==> src/core/cdt_pkg.sv <==
// Package: register map, field layout and carrier types for the timing override bank
package cdt_pkg;

   // ==========================================================
   // Register map (indirect page 0x00)
   localparam logic [7:0] CDT_PAGE          = 8'h00;
   localparam logic [7:0] CDT_OFF_CLK_PREP  = 8'h40;
   localparam logic [7:0] CDT_OFF_CLK_ZERO  = 8'h41;
   localparam logic [7:0] CDT_OFF_CLK_TRAIL = 8'h42;
   localparam logic [7:0] CDT_OFF_CLK_POST  = 8'h43;
   localparam logic [7:0] CDT_OFF_HS_PREP   = 8'h44;
   localparam logic [7:0] CDT_OFF_HS_ZERO   = 8'h45;
   localparam logic [7:0] CDT_OFF_HS_TRAIL  = 8'h46;
   localparam logic [7:0] CDT_OFF_HS_EXIT   = 8'h47;
   localparam logic [7:0] CDT_OFF_PLX       = 8'h48;

   // ==========================================================
   // Parameter indices (index = offset - first offset)
   localparam int CDT_NUM       = 9;
   localparam int CDT_IX_CLK_PREP  = 0;
   localparam int CDT_IX_CLK_ZERO  = 1;
   localparam int CDT_IX_CLK_TRAIL = 2;
   localparam int CDT_IX_CLK_POST  = 3;
   localparam int CDT_IX_HS_PREP   = 4;
   localparam int CDT_IX_HS_ZERO   = 5;
   localparam int CDT_IX_HS_TRAIL  = 6;
   localparam int CDT_IX_HS_EXIT   = 7;
   localparam int CDT_IX_PLX       = 8;

   // ==========================================================
   // Field layout and reset values
   localparam int         CDT_OV_BIT     = 7;
   localparam int         CDT_VAL_W      = 7;
   localparam logic       CDT_OV_RST     = 1'b0;
   localparam logic [6:0] CDT_VAL_RST    = 7'h00;
   localparam logic [7:0] CDT_RD_UNMAP   = 8'h00;

   // ==========================================================
   // Carrier types
   typedef logic [CDT_VAL_W-1:0]            cdt_val_t;
   typedef logic [CDT_NUM-1:0][CDT_VAL_W-1:0] cdt_set_t;

   typedef struct packed {
      logic       wr;
      logic       rd;
      logic [7:0] page;
      logic [7:0] addr;
      logic [7:0] wdata;
   } cdt_req_s;

endpackage : cdt_pkg

==> src/core/cdt_timing_override.sv <==
// Timing override register bank for the CSI-2 transmit port D-PHY
`timescale 1ns/100ps

// Behaviour
// - Clock post time: auto unless override set
// - HS prepare time: auto unless override set
// - HS zero time: auto unless override set
// - HS trail time: auto unless override set
// - HS exit time: auto unless override set
// - Plx time: auto unless override set
// - Value field read-only auto while override clear
// - All override enables reset to zero
// - Clock prepare time: auto unless override set
// - Clock zero time: auto unless override set
// - Clock trail time: auto unless override set
module cdt_timing_override
   import cdt_pkg::*;
(
   // Clock and reset
   input  wire logic     i_clk,
   input  wire logic     i_rst_n,
   // Indirect register access
   input  wire cdt_req_s i_req,
   output logic [7:0]    o_rd_data,
   output logic          o_rd_valid,
   // Automatically derived timing values from the PHY sequencer
   input  wire cdt_set_t i_auto,
   // Effective timing applied to lane sequencing
   output cdt_set_t      o_eff,
   output logic [CDT_NUM-1:0] o_ovr
);

   // ==========================================================
   // Address decode
   function automatic logic hit(input logic [7:0] page, input logic [7:0] addr);
      hit = (page == CDT_PAGE) && (addr >= CDT_OFF_CLK_PREP) && (addr <= CDT_OFF_PLX);
   endfunction

   function automatic logic [3:0] idx(input logic [7:0] addr);
      logic [7:0] d;
      d   = addr - CDT_OFF_CLK_PREP;
      idx = d[3:0];
   endfunction

   logic [CDT_NUM-1:0] ovr_q;
   cdt_set_t           val_q;
   cdt_set_t           eff_q;
   logic [7:0]         rd_data_q;
   logic               rd_valid_q;
   logic               req_hit;
   logic [3:0]         req_ix;

   assign req_hit = hit(i_req.page, i_req.addr);
   assign req_ix  = idx(i_req.addr);

   // ==========================================================
   // Per-parameter override storage
   genvar g;
   generate
      for (g = 0; g < CDT_NUM; g++) begin : g_par
         // Override enable: plain read/write bit, cleared by reset
         always_ff @(posedge i_clk) begin
            if (!i_rst_n) begin
               ovr_q[g] <= CDT_OV_RST;
            end else if (i_req.wr && req_hit && req_ix == 4'(g)) begin
               ovr_q[g] <= i_req.wdata[CDT_OV_BIT];
            end
         end

         // Value field: tracks auto while not overridden; a write that sets the
         // override bit also loads the value field from the same write data
         always_ff @(posedge i_clk) begin
            if (!i_rst_n) begin
               val_q[g] <= CDT_VAL_RST;
            end else if (i_req.wr && req_hit && req_ix == 4'(g)
                         && i_req.wdata[CDT_OV_BIT]) begin
               val_q[g] <= i_req.wdata[CDT_VAL_W-1:0];
            end else if (!ovr_q[g]) begin
               val_q[g] <= i_auto[g];
            end
         end

         // Effective value handed to the lane sequencer
         always_ff @(posedge i_clk) begin
            if (!i_rst_n) begin
               eff_q[g] <= CDT_VAL_RST;
            end else begin
               eff_q[g] <= ovr_q[g] ? val_q[g] : i_auto[g];
            end
         end
      end
   endgenerate

   // ==========================================================
   // Read path: one cycle latency, unmapped reads return zero
   always_ff @(posedge i_clk) begin
      if (!i_rst_n) begin
         rd_data_q  <= CDT_RD_UNMAP;
         rd_valid_q <= 1'b0;
      end else begin
         rd_valid_q <= i_req.rd;
         if (i_req.rd && req_hit) begin
            rd_data_q <= {ovr_q[req_ix],
                          ovr_q[req_ix] ? val_q[req_ix] : i_auto[req_ix]};
         end else begin
            rd_data_q <= CDT_RD_UNMAP;
         end
      end
   end

   assign o_rd_data  = rd_data_q;
   assign o_rd_valid = rd_valid_q;
   assign o_eff      = eff_q;  // Straight from flops
   assign o_ovr      = ovr_q;

   // ==========================================================
   // Assertions
   property p_clk_post;
      @(posedge i_clk) disable iff (!i_rst_n)
      i_rst_n ##1 i_rst_n |-> o_eff[CDT_IX_CLK_POST] == ($past(ovr_q[CDT_IX_CLK_POST])
         ? $past(val_q[CDT_IX_CLK_POST]) : $past(i_auto[CDT_IX_CLK_POST]));
   endproperty
   a_clk_post: assert property (p_clk_post) else $error("clk post select");

   property p_hs_prep;
      @(posedge i_clk) disable iff (!i_rst_n)
      ovr_q[CDT_IX_HS_PREP] |=> o_eff[CDT_IX_HS_PREP] == $past(val_q[CDT_IX_HS_PREP]);
   endproperty
   a_hs_prep: assert property (p_hs_prep) else $error("hs prepare override");

   property p_hs_zero;
      @(posedge i_clk) disable iff (!i_rst_n)
      !ovr_q[CDT_IX_HS_ZERO] |=> o_eff[CDT_IX_HS_ZERO] == $past(i_auto[CDT_IX_HS_ZERO]);
   endproperty
   a_hs_zero: assert property (p_hs_zero) else $error("hs zero auto");

   property p_hs_trail;
      @(posedge i_clk) disable iff (!i_rst_n)
      ovr_q[CDT_IX_HS_TRAIL] |=> o_eff[CDT_IX_HS_TRAIL] == $past(val_q[CDT_IX_HS_TRAIL]);
   endproperty
   a_hs_trail: assert property (p_hs_trail) else $error("hs trail override");

   property p_hs_exit;
      @(posedge i_clk) disable iff (!i_rst_n)
      !ovr_q[CDT_IX_HS_EXIT] |=> o_eff[CDT_IX_HS_EXIT] == $past(i_auto[CDT_IX_HS_EXIT]);
   endproperty
   a_hs_exit: assert property (p_hs_exit) else $error("hs exit auto");

   property p_plx;
      @(posedge i_clk) disable iff (!i_rst_n)
      ovr_q[CDT_IX_PLX] |=> o_eff[CDT_IX_PLX] == $past(val_q[CDT_IX_PLX]);
   endproperty
   a_plx: assert property (p_plx) else $error("plx override");

   property p_readback;
      @(posedge i_clk) disable iff (!i_rst_n)
      i_req.rd && req_hit && !ovr_q[req_ix]
         |=> o_rd_data == {1'b0, $past(i_auto[req_ix])} && o_rd_valid;
   endproperty
   a_readback: assert property (p_readback) else $error("auto readback");

   property p_ignore_wr;
      @(posedge i_clk) disable iff (!i_rst_n)
      i_req.wr && req_hit && !i_req.wdata[CDT_OV_BIT] && !ovr_q[req_ix]
         |=> val_q[$past(req_ix)] == $past(i_auto[req_ix]);
   endproperty
   a_ignore_wr: assert property (p_ignore_wr) else $error("write not ignored");

   property p_reset;
      @(posedge i_clk) $past(!i_rst_n) |-> ovr_q == '0 && o_eff == '0;
   endproperty
   a_reset: assert property (p_reset) else $error("override not cleared");

   property p_clk_prep;
      @(posedge i_clk) disable iff (!i_rst_n)
      ovr_q[CDT_IX_CLK_PREP] |=> o_eff[CDT_IX_CLK_PREP] == $past(val_q[CDT_IX_CLK_PREP]);
   endproperty
   a_clk_prep: assert property (p_clk_prep) else $error("clk prepare override");

   property p_clk_zero;
      @(posedge i_clk) disable iff (!i_rst_n)
      !ovr_q[CDT_IX_CLK_ZERO] |=> o_eff[CDT_IX_CLK_ZERO] == $past(i_auto[CDT_IX_CLK_ZERO]);
   endproperty
   a_clk_zero: assert property (p_clk_zero) else $error("clk zero auto");

   property p_clk_trail;
      @(posedge i_clk) disable iff (!i_rst_n)
      i_req.wr && req_hit && req_ix == 4'(CDT_IX_CLK_TRAIL) && i_req.wdata[CDT_OV_BIT]
         ##1 !(i_req.wr && req_hit)
         |=> o_eff[CDT_IX_CLK_TRAIL] == $past(i_req.wdata[CDT_VAL_W-1:0], 2);
   endproperty
   a_clk_trail: assert property (p_clk_trail) else $error("clk trail write");

   property p_eff_auto;
      @(posedge i_clk) disable iff (!i_rst_n)
      (ovr_q == '0) [*2] |-> o_eff == $past(i_auto);
   endproperty
   a_eff_auto: assert property (p_eff_auto) else $error("effective set stale");

   c_set_ovr:   cover property (@(posedge i_clk) disable iff (!i_rst_n)
                               $rose(ovr_q[CDT_IX_HS_ZERO]));
   c_read_ovr:  cover property (@(posedge i_clk) disable iff (!i_rst_n)
                               o_rd_valid && o_rd_data[CDT_OV_BIT]);
   c_drop_ovr:  cover property (@(posedge i_clk) disable iff (!i_rst_n)
                               $fell(ovr_q[CDT_IX_CLK_POST]));

endmodule : cdt_timing_override

==> config.mk <==
export PLATFORM = sky130hd
export DESIGN_NAME = cdt_timing_override
export DESIGN_NICKNAME = d
export VERILOG_FILES = /design/src/core/cdt_pkg.sv /design/src/core/cdt_timing_override.sv
export SDC_FILE = /design/constraint.sdc
export NUM_CORES = 1
export LEC_CHECK = 0
export BUFFER_PORTS_ARGS = -buffer_cell sky130_fd_sc_hd__buf_2
export CORE_MARGIN = 1
export CORE_UTILIZATION = 39
export DETAILED_ROUTE_END_ITERATION = 8
export GPL_ROUTABILITY_DRIVEN = 0
export RECOVER_POWER = 25
export SLEW_MARGIN = 20
export SYNTH_ARGS = -nofsm -noshare
export SYNTH_HDL_FRONTEND = slang
export SYNTH_SLANG_ARGS = --single-unit
==> constraint.sdc <==
create_clock -name i_clk -period 2.05 [get_ports i_clk]
set_input_delay 0.1025 -clock i_clk [delete_from_list [all_inputs] [get_ports i_clk]]
set_output_delay 0.1025 -clock i_clk [all_outputs]
set_load 0.02 [all_outputs]
=== After elaboration in Yosys (flattened, before gate mapping) ===
Cells that the tools add are included.

* Bitwise logic cells: 0
* Reduce and logical (&&, ||, !) cells: 25
* Muxes and demuxes: 25
* Multipliers: 0
* $add $sub $neg: 1
* Shift-type cells: 0
* Equal/unequal tests: 8
* Order comparisons: 3
* Divide/modulo/power cells: 0

{| class="wikitable"
|+ Operator list
! operator !! number
|-
| 2-to-1 mux 7 bit || 21
|-
| binary-select mux 7 bit (select 4 bit) || 2
|-
| logical AND 1 bit || 22
|-
| equality test 4 x 3 -> 1 bit (second input constant) || 4
|-
| equality test 4 x 2 -> 1 bit (second input constant) || 2
|-
| >= comparator 8 x 7 -> 1 bit (second input constant) || 1
|-
| <= comparator 8 x 7 -> 1 bit (second input constant) || 1
|-
| logical NOT 8 bit || 1
|-
| < comparator 4 x 5 -> 1 bit (second input constant) || 1
|-
| binary-select mux 1 bit (select 4 bit) || 1
|-
| equality test 4 x 1 -> 1 bit (second input constant) || 1
|-
| equality test 4 bit (second input constant) || 1
|-
| logical NOT 4 bit || 1
|-
| subtractor 4 x 1 -> 4 bit (second input constant) || 1
|-
| AND reduction 2 bit || 1
|-
| 2-to-1 mux 1 bit || 1
|}

* Bits in read-only memories: 0
* Bits in latches: 0
* Bits in writable memories: 0
* Register bits: 144
* Input port bits: 91
* Logic and storage cells: 91
* Memories kept: 0

=== Logic depth before layout (Yosys ltp) ===
Gate-level depths: netlist of run 1.

* Word-level depth: 7
* Depth in mapped cells: 8

=== Worst setup path before layout of run 1 ===
No wires, ideal clock.

* Path type: reg2reg
* From: register ovr_q[1] (netlist: o_ovr[1])
* To: register rd_data_q[0] (netlist: o_rd_data[0])
* Required time: 1.975 ns
* Slack: 0.207 ns
* Buffers on the path: 1
* Library setup time: 0.075 ns
* Clock period less this slack: 1.843 ns
* Stages on the path, launching flop included: 7
* Arrival: 1.767 ns
* Cell sequence: dfxtp_1 > buf_2 > mux2_2 > a221oi_4 > o21ai_1 > a221o_1 > a21oi_1

* Word-level cells in the longest chain between the ends: 3

{| class="wikitable"
|+ RTL lines
! what !! RTL line !! RTL
|-
| start: declaration || cdt_timing_override.sv:45 || <nowiki>logic [CDT_NUM-1:0] ovr_q;</nowiki>
|-
| start signal: indexed assignment || cdt_timing_override.sv:66 || <nowiki>ovr_q[g] <= i_req.wdata[CDT_OV_BIT];</nowiki>
|-
| binary-select mux 1 bit (select 4 bit) || cdt_timing_override.sv:104 || <nowiki>ovr_q[req_ix] ? val_q[req_ix] : i_auto[req_ix]};</nowiki>
|-
| 2-to-1 mux 1 bit (not written as such) || cdt_timing_override.sv:104 ||
|-
| 2-to-1 mux 7 bit || cdt_timing_override.sv:104 ||
|-
| end signal: assignment || cdt_timing_override.sv:103 || <nowiki>rd_data_q <= {ovr_q[req_ix],</nowiki>
|-
| end: declaration || cdt_timing_override.sv:48 || <nowiki>logic [7:0] rd_data_q;</nowiki>
|}

No other way between the ends. The select of a mux whose other input is x is not followed.
A chain may end at the register's enable or synchronous reset.

=== Worst setup path after layout of run 1 ===
* From: register ovr_q[2] (netlist: o_ovr[2])
* To: output o_ovr[2]

{| class="wikitable"
|+ RTL lines
! what !! RTL line !! RTL
|-
| end: declaration || cdt_timing_override.sv:30 || <nowiki>output logic [CDT_NUM-1:0] o_ovr</nowiki>
|}

No word-level cell between the ends.

==> flow_summary.json, run 1 <==
{
  "status": "finished clean",
  "cellPowerDensity_nw_per_um2": 830,
  "dieWidth_um": 130,
  "critical_path.startpoint": "o_ovr[2]$_SDFFE_PN0P_",
  "sw_frac_of_total_pct": 25.6,
  "drv_slew": 0,
  "nNetsFinal": 924,
  "tightest_slew_ps": 789,
  "hpwlAfterDp_um": 15100,
  "numCtsBuffers": 17,
  "min_from": "i_auto[29]",
  "min_period_over_period_pct": 85.1,
  "power.internal_mw": 5.01,
  "syn_nets": 745,
  "timing.rr.start": "o_ovr[0]$_SDFFE_PN0P_",
  "yosysUniqueCellTypes": 46,
  "initial_core_util_pct": 40.1,
  "yosysMostFrequentCell": "dfxtp_1",
  "num_io_pins": 172,
  "setup_tns_ps": 0,
  "drtIter0Drc": 531,
  "min_path_cells": 3,
  "syn-instance-count": 654,
  "grt_max_degree": 51,
  "p_leak_nw": 3.41,
  "fin_crit_ps": 1740,
  "antenna_cells": 0,
  "num_rows": 46,
  "fill_cells": 1491,
  "regArea_um2": 2880,
  "r2r_end": "o_rd_data[4]$_SDFF_PN0_",
  "grt.total_usage_pct": 24.3,
  "htree_levels": 4,
  "p_comb_share_pct": 12.1,
  "cts_tree": "done",
  "coreArea_um2": 15900,
  "drv_cap": 0,
  "maxSlewHeadroom_pct": 47.4,
  "netlist_area_um2": 6400,
  "vias": 5790,
  "pwr-share-clk_pct": 43.6,
  "fmax_mhz": 573,
  "rrSetupSlack_ps": 320,
  "fin_area_um2": 8120,
  "rsz0062_at_grt": "no",
  "cts_buffer_depth": 2,
  "wire_per_inst_um": 19.2,
  "pwr-share-seq_pct": 44.3,
  "hp-class": "primary input to register",
  "via_per_inst": 5.46,
  "finalHoldViolations": 0,
  "portBuffers": 171,
  "worstHoldEndpoint": "o_eff[29]$_SDFF_PN0_",
  "synth_top_area_share_pct": 45.1,
  "cts_root_buf": "clkbuf_16",
  "gr-total-overflow": 0,
  "place_area_um2": 7590,
  "drt_first_pass_iters": 6,
  "final_layout_size_suffix_gt1_share_pct": 26.7,
  "die_y_um": 130,
  "synth_common_cells": "dfxtp_1 (144), mux2i_1 (118), nor2b_1 (72)",
  "clk_latency_ps": 430,
  "setup_viol": 0,
  "crit_required_ps": 1950,
  "switching_power_mw": 1.72,
  "critPathCaptureType": "output pin",
  "cts_setup_buffers": 0,
  "clk_pin_slew_ps": 60,
  "async_flop_share_pct": 0,
  "antenna_found_initial": 0,
  "yosysTopAreaCell": "dfxtp_1",
  "ys.flop_type": "dfxtp_1",
  "worstRegToRegCells": 5,
  "syn_avg_cell_area_um2": 9.78,
  "wl_um": 20300,
  "worstPathArrival_ps": 1640,
  "cp-start-kind": "register",
  "dieArea_um2": 16900,
  "multiInputGateArea_um2": 3310,
  "ys_seq_elements": 144,
  "drcViolationCount": 0,
  "cts.sinks": 144,
  "grt_pass1_vias": 5598,
  "areaGrowthSynthToFinish_pct": 26.9,
  "crit_type": "register to output pin",
  "irDropWorstVdd_uv": 582,
  "yosysSeqAreaShare_pct": 45.1,
  "clock_skew_ps": 8.02,
  "yosys_warnings": 0,
  "synth_area_leaders": "dfxtp_1 (45%), mux2i_1 (18%), nor2b_1 (7.0%)",
  "synth-edff-count": 0,
  "grt_pass1_wl_um": 30300,
  "ant_nets": 0,
  "crit_fanout": 9
}
==> critical path, cell delays in order (launching register included) <==
cell      delay, ps
dfxtp_1         320
clkbuf_1        600
buf_2           290
==> state kept, by name, indices dropped and copies added (netlist names) <==
name,count
o_rd_valid,1
o_rd_data,8
val_q,63
o_ovr,9
o_eff,63
==> cell type report <==
| type | instances | area share, % |
|---|---|---|
| Sequential cell | 144 | 35.5 |
| Clock inverter | 10 | 1.08 |
| Tap cell | 216 | 3.33 |
| Clock buffer | 21 | 5.79 |
| Multi-Input combinational cell | 461 | 40.7 |
| Timing Repair Buffer | 209 | 13.6 |
==> layer usage <==
metal	global-route usage [%]	part of all wire [%]
met1	31.1	44
met2	39.2	46
met3	5.00	7.1
met4	11.3	3.1
met5	0	0
==> worst max path at each step <==
stage / cells past startpoint / to / slack (ps)
detailed placement: 6 / val_q[19]$_SDFF_PN0_ / 130
finish: 2 / o_ovr[2] / 310
CTS: 5 / o_rd_data[4]$_SDFF_PN0_ / 360
global placement: 6 / o_rd_data[0]$_SDFF_PN0_ / 180
global route: 5 / o_rd_data[6]$_SDFF_PN0_ / 220
floorplan: 6 / o_rd_data[0]$_SDFF_PN0_ / 210
==> power groups by stage <==
stage                     logic, mW  registers (mW)  clock network [mW]
after CTS                     0.817            2.99                2.98
final                         0.813            2.99                2.94
after detailed placement      0.807            3.04                   0
after floorplan               0.403            3.12                   0
after global placement        0.798            3.04                   0
after global routing          0.876            3.00                3.09
==> cells in the final DEF, fill, tap and decap left out, types with 5 or more instances in the layout <==
cell type,synthesis,layout
a21boi_0,5,5
a21o_1,7,7
a21oi_1,8,8
a2bb2oi_1,10,10
buf_2,15,151
buf_4,0,26
clkbuf_1,31,29
clkbuf_16,0,17
clkinvlp_4,0,5
dfxtp_1,144,144
mux2_2,10,10
mux2i_1,118,118
nand2_1,66,66
nand3_1,9,9
nand4b_1,11,11
nor2_1,8,8
nor2b_1,72,72
o2111ai_1,5,5
o21ai_0,58,58
o221ai_1,16,16
o22ai_1,12,12
==> logic make-up after synthesis <==
group / synth area share [%]
DFF: 45.1
muxes: 20.2
buffers and inverters: 3.29
and+or+nand+nor: 16.5
AOI/OAI and AO/OA: 15.0
==> repair_timing <==
item / 4_1_cts / 5_1_grt
hold endpoints to repair: 3 / 0
hold buffers: 3 / 0
resized for setup: 0 / 0
==> stage by stage <==
stage	hold WS [ps]	setup WS (ps)	std cells	utilization [%]	total power, mW
global placement	354	179	1027	47.6	3.84
finish	14.8	306	1061	50.9	6.74
floorplan	240	207	654	-	3.52
CTS	3.86	356	1061	51.3	6.78
global route	19.9	216	1061	50.9	6.97
detailed placement	357	128	1027	47.6	3.85
No activity file was read; power rests on OpenSTA's default activity.
==> run 2, diff against run 1 <==
CORE_MARGIN = 8   (was 1)
CTS_CLUSTER_DIAMETER = 30   (was default)
==> run 2 against run 1 <==
- register-to-register slack better by 20 ps
- sequential power about the same
- sequential share of layout area up 0.23 points
- global-route usage down 3.2 points
- final cell count down 0.19%
- combinational power up 1%
- critical path type unchanged
==> flow_summary.json, run 2 (synthesized netlist as in run 1, its figures left out) <==
{
  "drv_cap": 0,
  "crit_fanout": 9,
  "cellPowerDensity_nw_per_um2": 811,
  "hpwlAfterDp_um": 16600,
  "worstHoldEndpoint": "o_eff[6]$_SDFF_PN0_",
  "cts_tree": "done",
  "initial_core_util_pct": 39.3,
  "grt.total_usage_pct": 21.1,
  "num_io_pins": 172,
  "grt_max_degree": 45,
  "clk_latency_ps": 420,
  "drv_slew": 0,
  "vias": 5795,
  "coreArea_um2": 16300,
  "min_path_cells": 3,
  "p_leak_nw": 3.40,
  "drcViolationCount": 0,
  "cts_setup_buffers": 0,
  "clock_skew_ps": 7.62,
  "areaGrowthSynthToFinish_pct": 26.1,
  "timing.rr.start": "o_ovr[1]$_SDFFE_PN0P_",
  "fill_cells": 1544,
  "dieArea_um2": 20800,
  "grt_pass1_vias": 5924,
  "finalPower_mw": 6.54,
  "rrSetupSlack_ps": 340,
  "finalWorstSetupSlack_ps": 267,
  "place_inst": 1027,
  "place_area_um2": 7590,
  "ant_nets": 0,
  "die_y_um": 144,
  "status": "finished clean",
  "via_per_inst": 5.47,
  "final_util_pct": 49.5,
  "final_cell_mix": "buf_2 (154), dfxtp_1 (144), mux2i_1 (118)",
  "hold_slack_ps": 17.8,
  "hp-class": "primary input to register",
  "crit_type": "register to output pin",
  "setup_viol": 0,
  "final_common_cell": "buf_2",
  "numCtsBuffers": 17,
  "fmax_mhz": 561,
  "num_rows": 47,
  "cts_root_buf": "clkbuf_16",
  "fin_area_um2": 8070,
  "irDropWorstVdd_uv": 597,
  "portBuffers": 171,
  "drt_first_pass_iters": 6,
  "regArea_um2": 2880,
  "slowest_stage": "clkbuf_1",
  "fin_crit_ps": 1780,
  "setup_tns_ps": 0,
  "cts_buffer_depth": 2,
  "tightest_slew_ps": 846,
  "drtIter0Drc": 503,
  "worstPathArrival_ps": 1680,
  "crit_required_ps": 1950,
  "multiInputGateArea_um2": 3310,
  "min_period_over_period_pct": 87.0,
  "clk_pin_slew_ps": 60,
  "nNetsFinal": 919,
  "slowest_delay_ps": 640,
  "post_cts_resize_count": 0,
  "dieWidth_um": 144,
  "final_layout_size_suffix_gt1_share_pct": 26.3,
  "htree_levels": 4,
  "worstRegToRegCells": 5,
  "crit_chain": "clkbuf_1 > buf_2",
  "cp-start-kind": "register",
  "antenna_cells": 0,
  "antenna_found_initial": 0,
  "fin_cells": 1059,
  "grt_pass1_wl_um": 33100,
  "critPathCaptureType": "output pin",
  "wl_um": 21900,
  "min_from": "i_auto[6]",
  "finalHoldViolations": 0,
  "wire_per_inst_um": 20.7,
  "cts.sinks": 144,
  "rsz0062_at_grt": "no",
  "gr-total-overflow": 0,
  "maxSlewHeadroom_pct": 43.6,
  "pre_cts_slack_ps": 31.4,
  "r2r_end": "o_rd_data[0]$_SDFF_PN0_"
}
==> run 2: worst max path at each step <==
stage / start / to / slack, ps / cells past startpoint
2_1_floorplan: o_ovr[1]$_SDFFE_PN0P_ / o_rd_data[0]$_SDFF_PN0_ / 210 / 6
3_3_place_gp: i_req[23] / val_q[45]$_SDFF_PN0_ / 120 / 6
3_5_place_dp: i_req[17] / val_q[43]$_SDFF_PN0_ / 30 / 6
4_1_cts: o_ovr[1]$_SDFFE_PN0P_ / o_rd_data[0]$_SDFF_PN0_ / 330 / 5
5_1_grt: o_ovr[0]$_SDFFE_PN0P_ / o_rd_data[3]$_SDFF_PN0_ / 220 / 5
6_report: o_ovr[2]$_SDFFE_PN0P_ / o_ovr[2] / 270 / 2
==> run 2: worst max-delay path: cells and delay by family (launching register included) <==
kind / cells / cell delay [ps]
buf+inv: 2 / 940
flops: 1 / 320
==> run 2: power by group <==
part	total (mW)	switching, mW	leakage, nW	internal, mW
registers	2.99	0.0563	1.20	2.93
logic	0.821	0.489	1.94	0.332
clock network	2.73	1.12	0.258	1.61
total	6.54	1.66	3.40	4.88
==> run 2: cell type report <==
| class | count | area share (%) |
|---|---|---|
| Timing Repair Buffer | 204 | 13.5 |
| Clock buffer | 23 | 5.92 |
| Multi-Input combinational cell | 461 | 41.0 |
| Tap cell | 220 | 3.41 |
| Clock inverter | 7 | 0.465 |
| Sequential cell | 144 | 35.7 |
==> run 2: metal layers <==
metal | vias up | GRT usage (%) | routed length, um
met5 | - | 0 | 0
met3 | 48 | 5.71 | 1580
li1 | 2716 | - | -
met1 | 2783 | 25.4 | 9200
met2 | 248 | 34.5 | 10400
met4 | 0 | 9.74 | 667
==> run 2: repair_timing <==
item,in CTS,in global routing
hold buffers,2,0
setup endpoints to repair,0,0
endpoints found under the hold margin,2,0
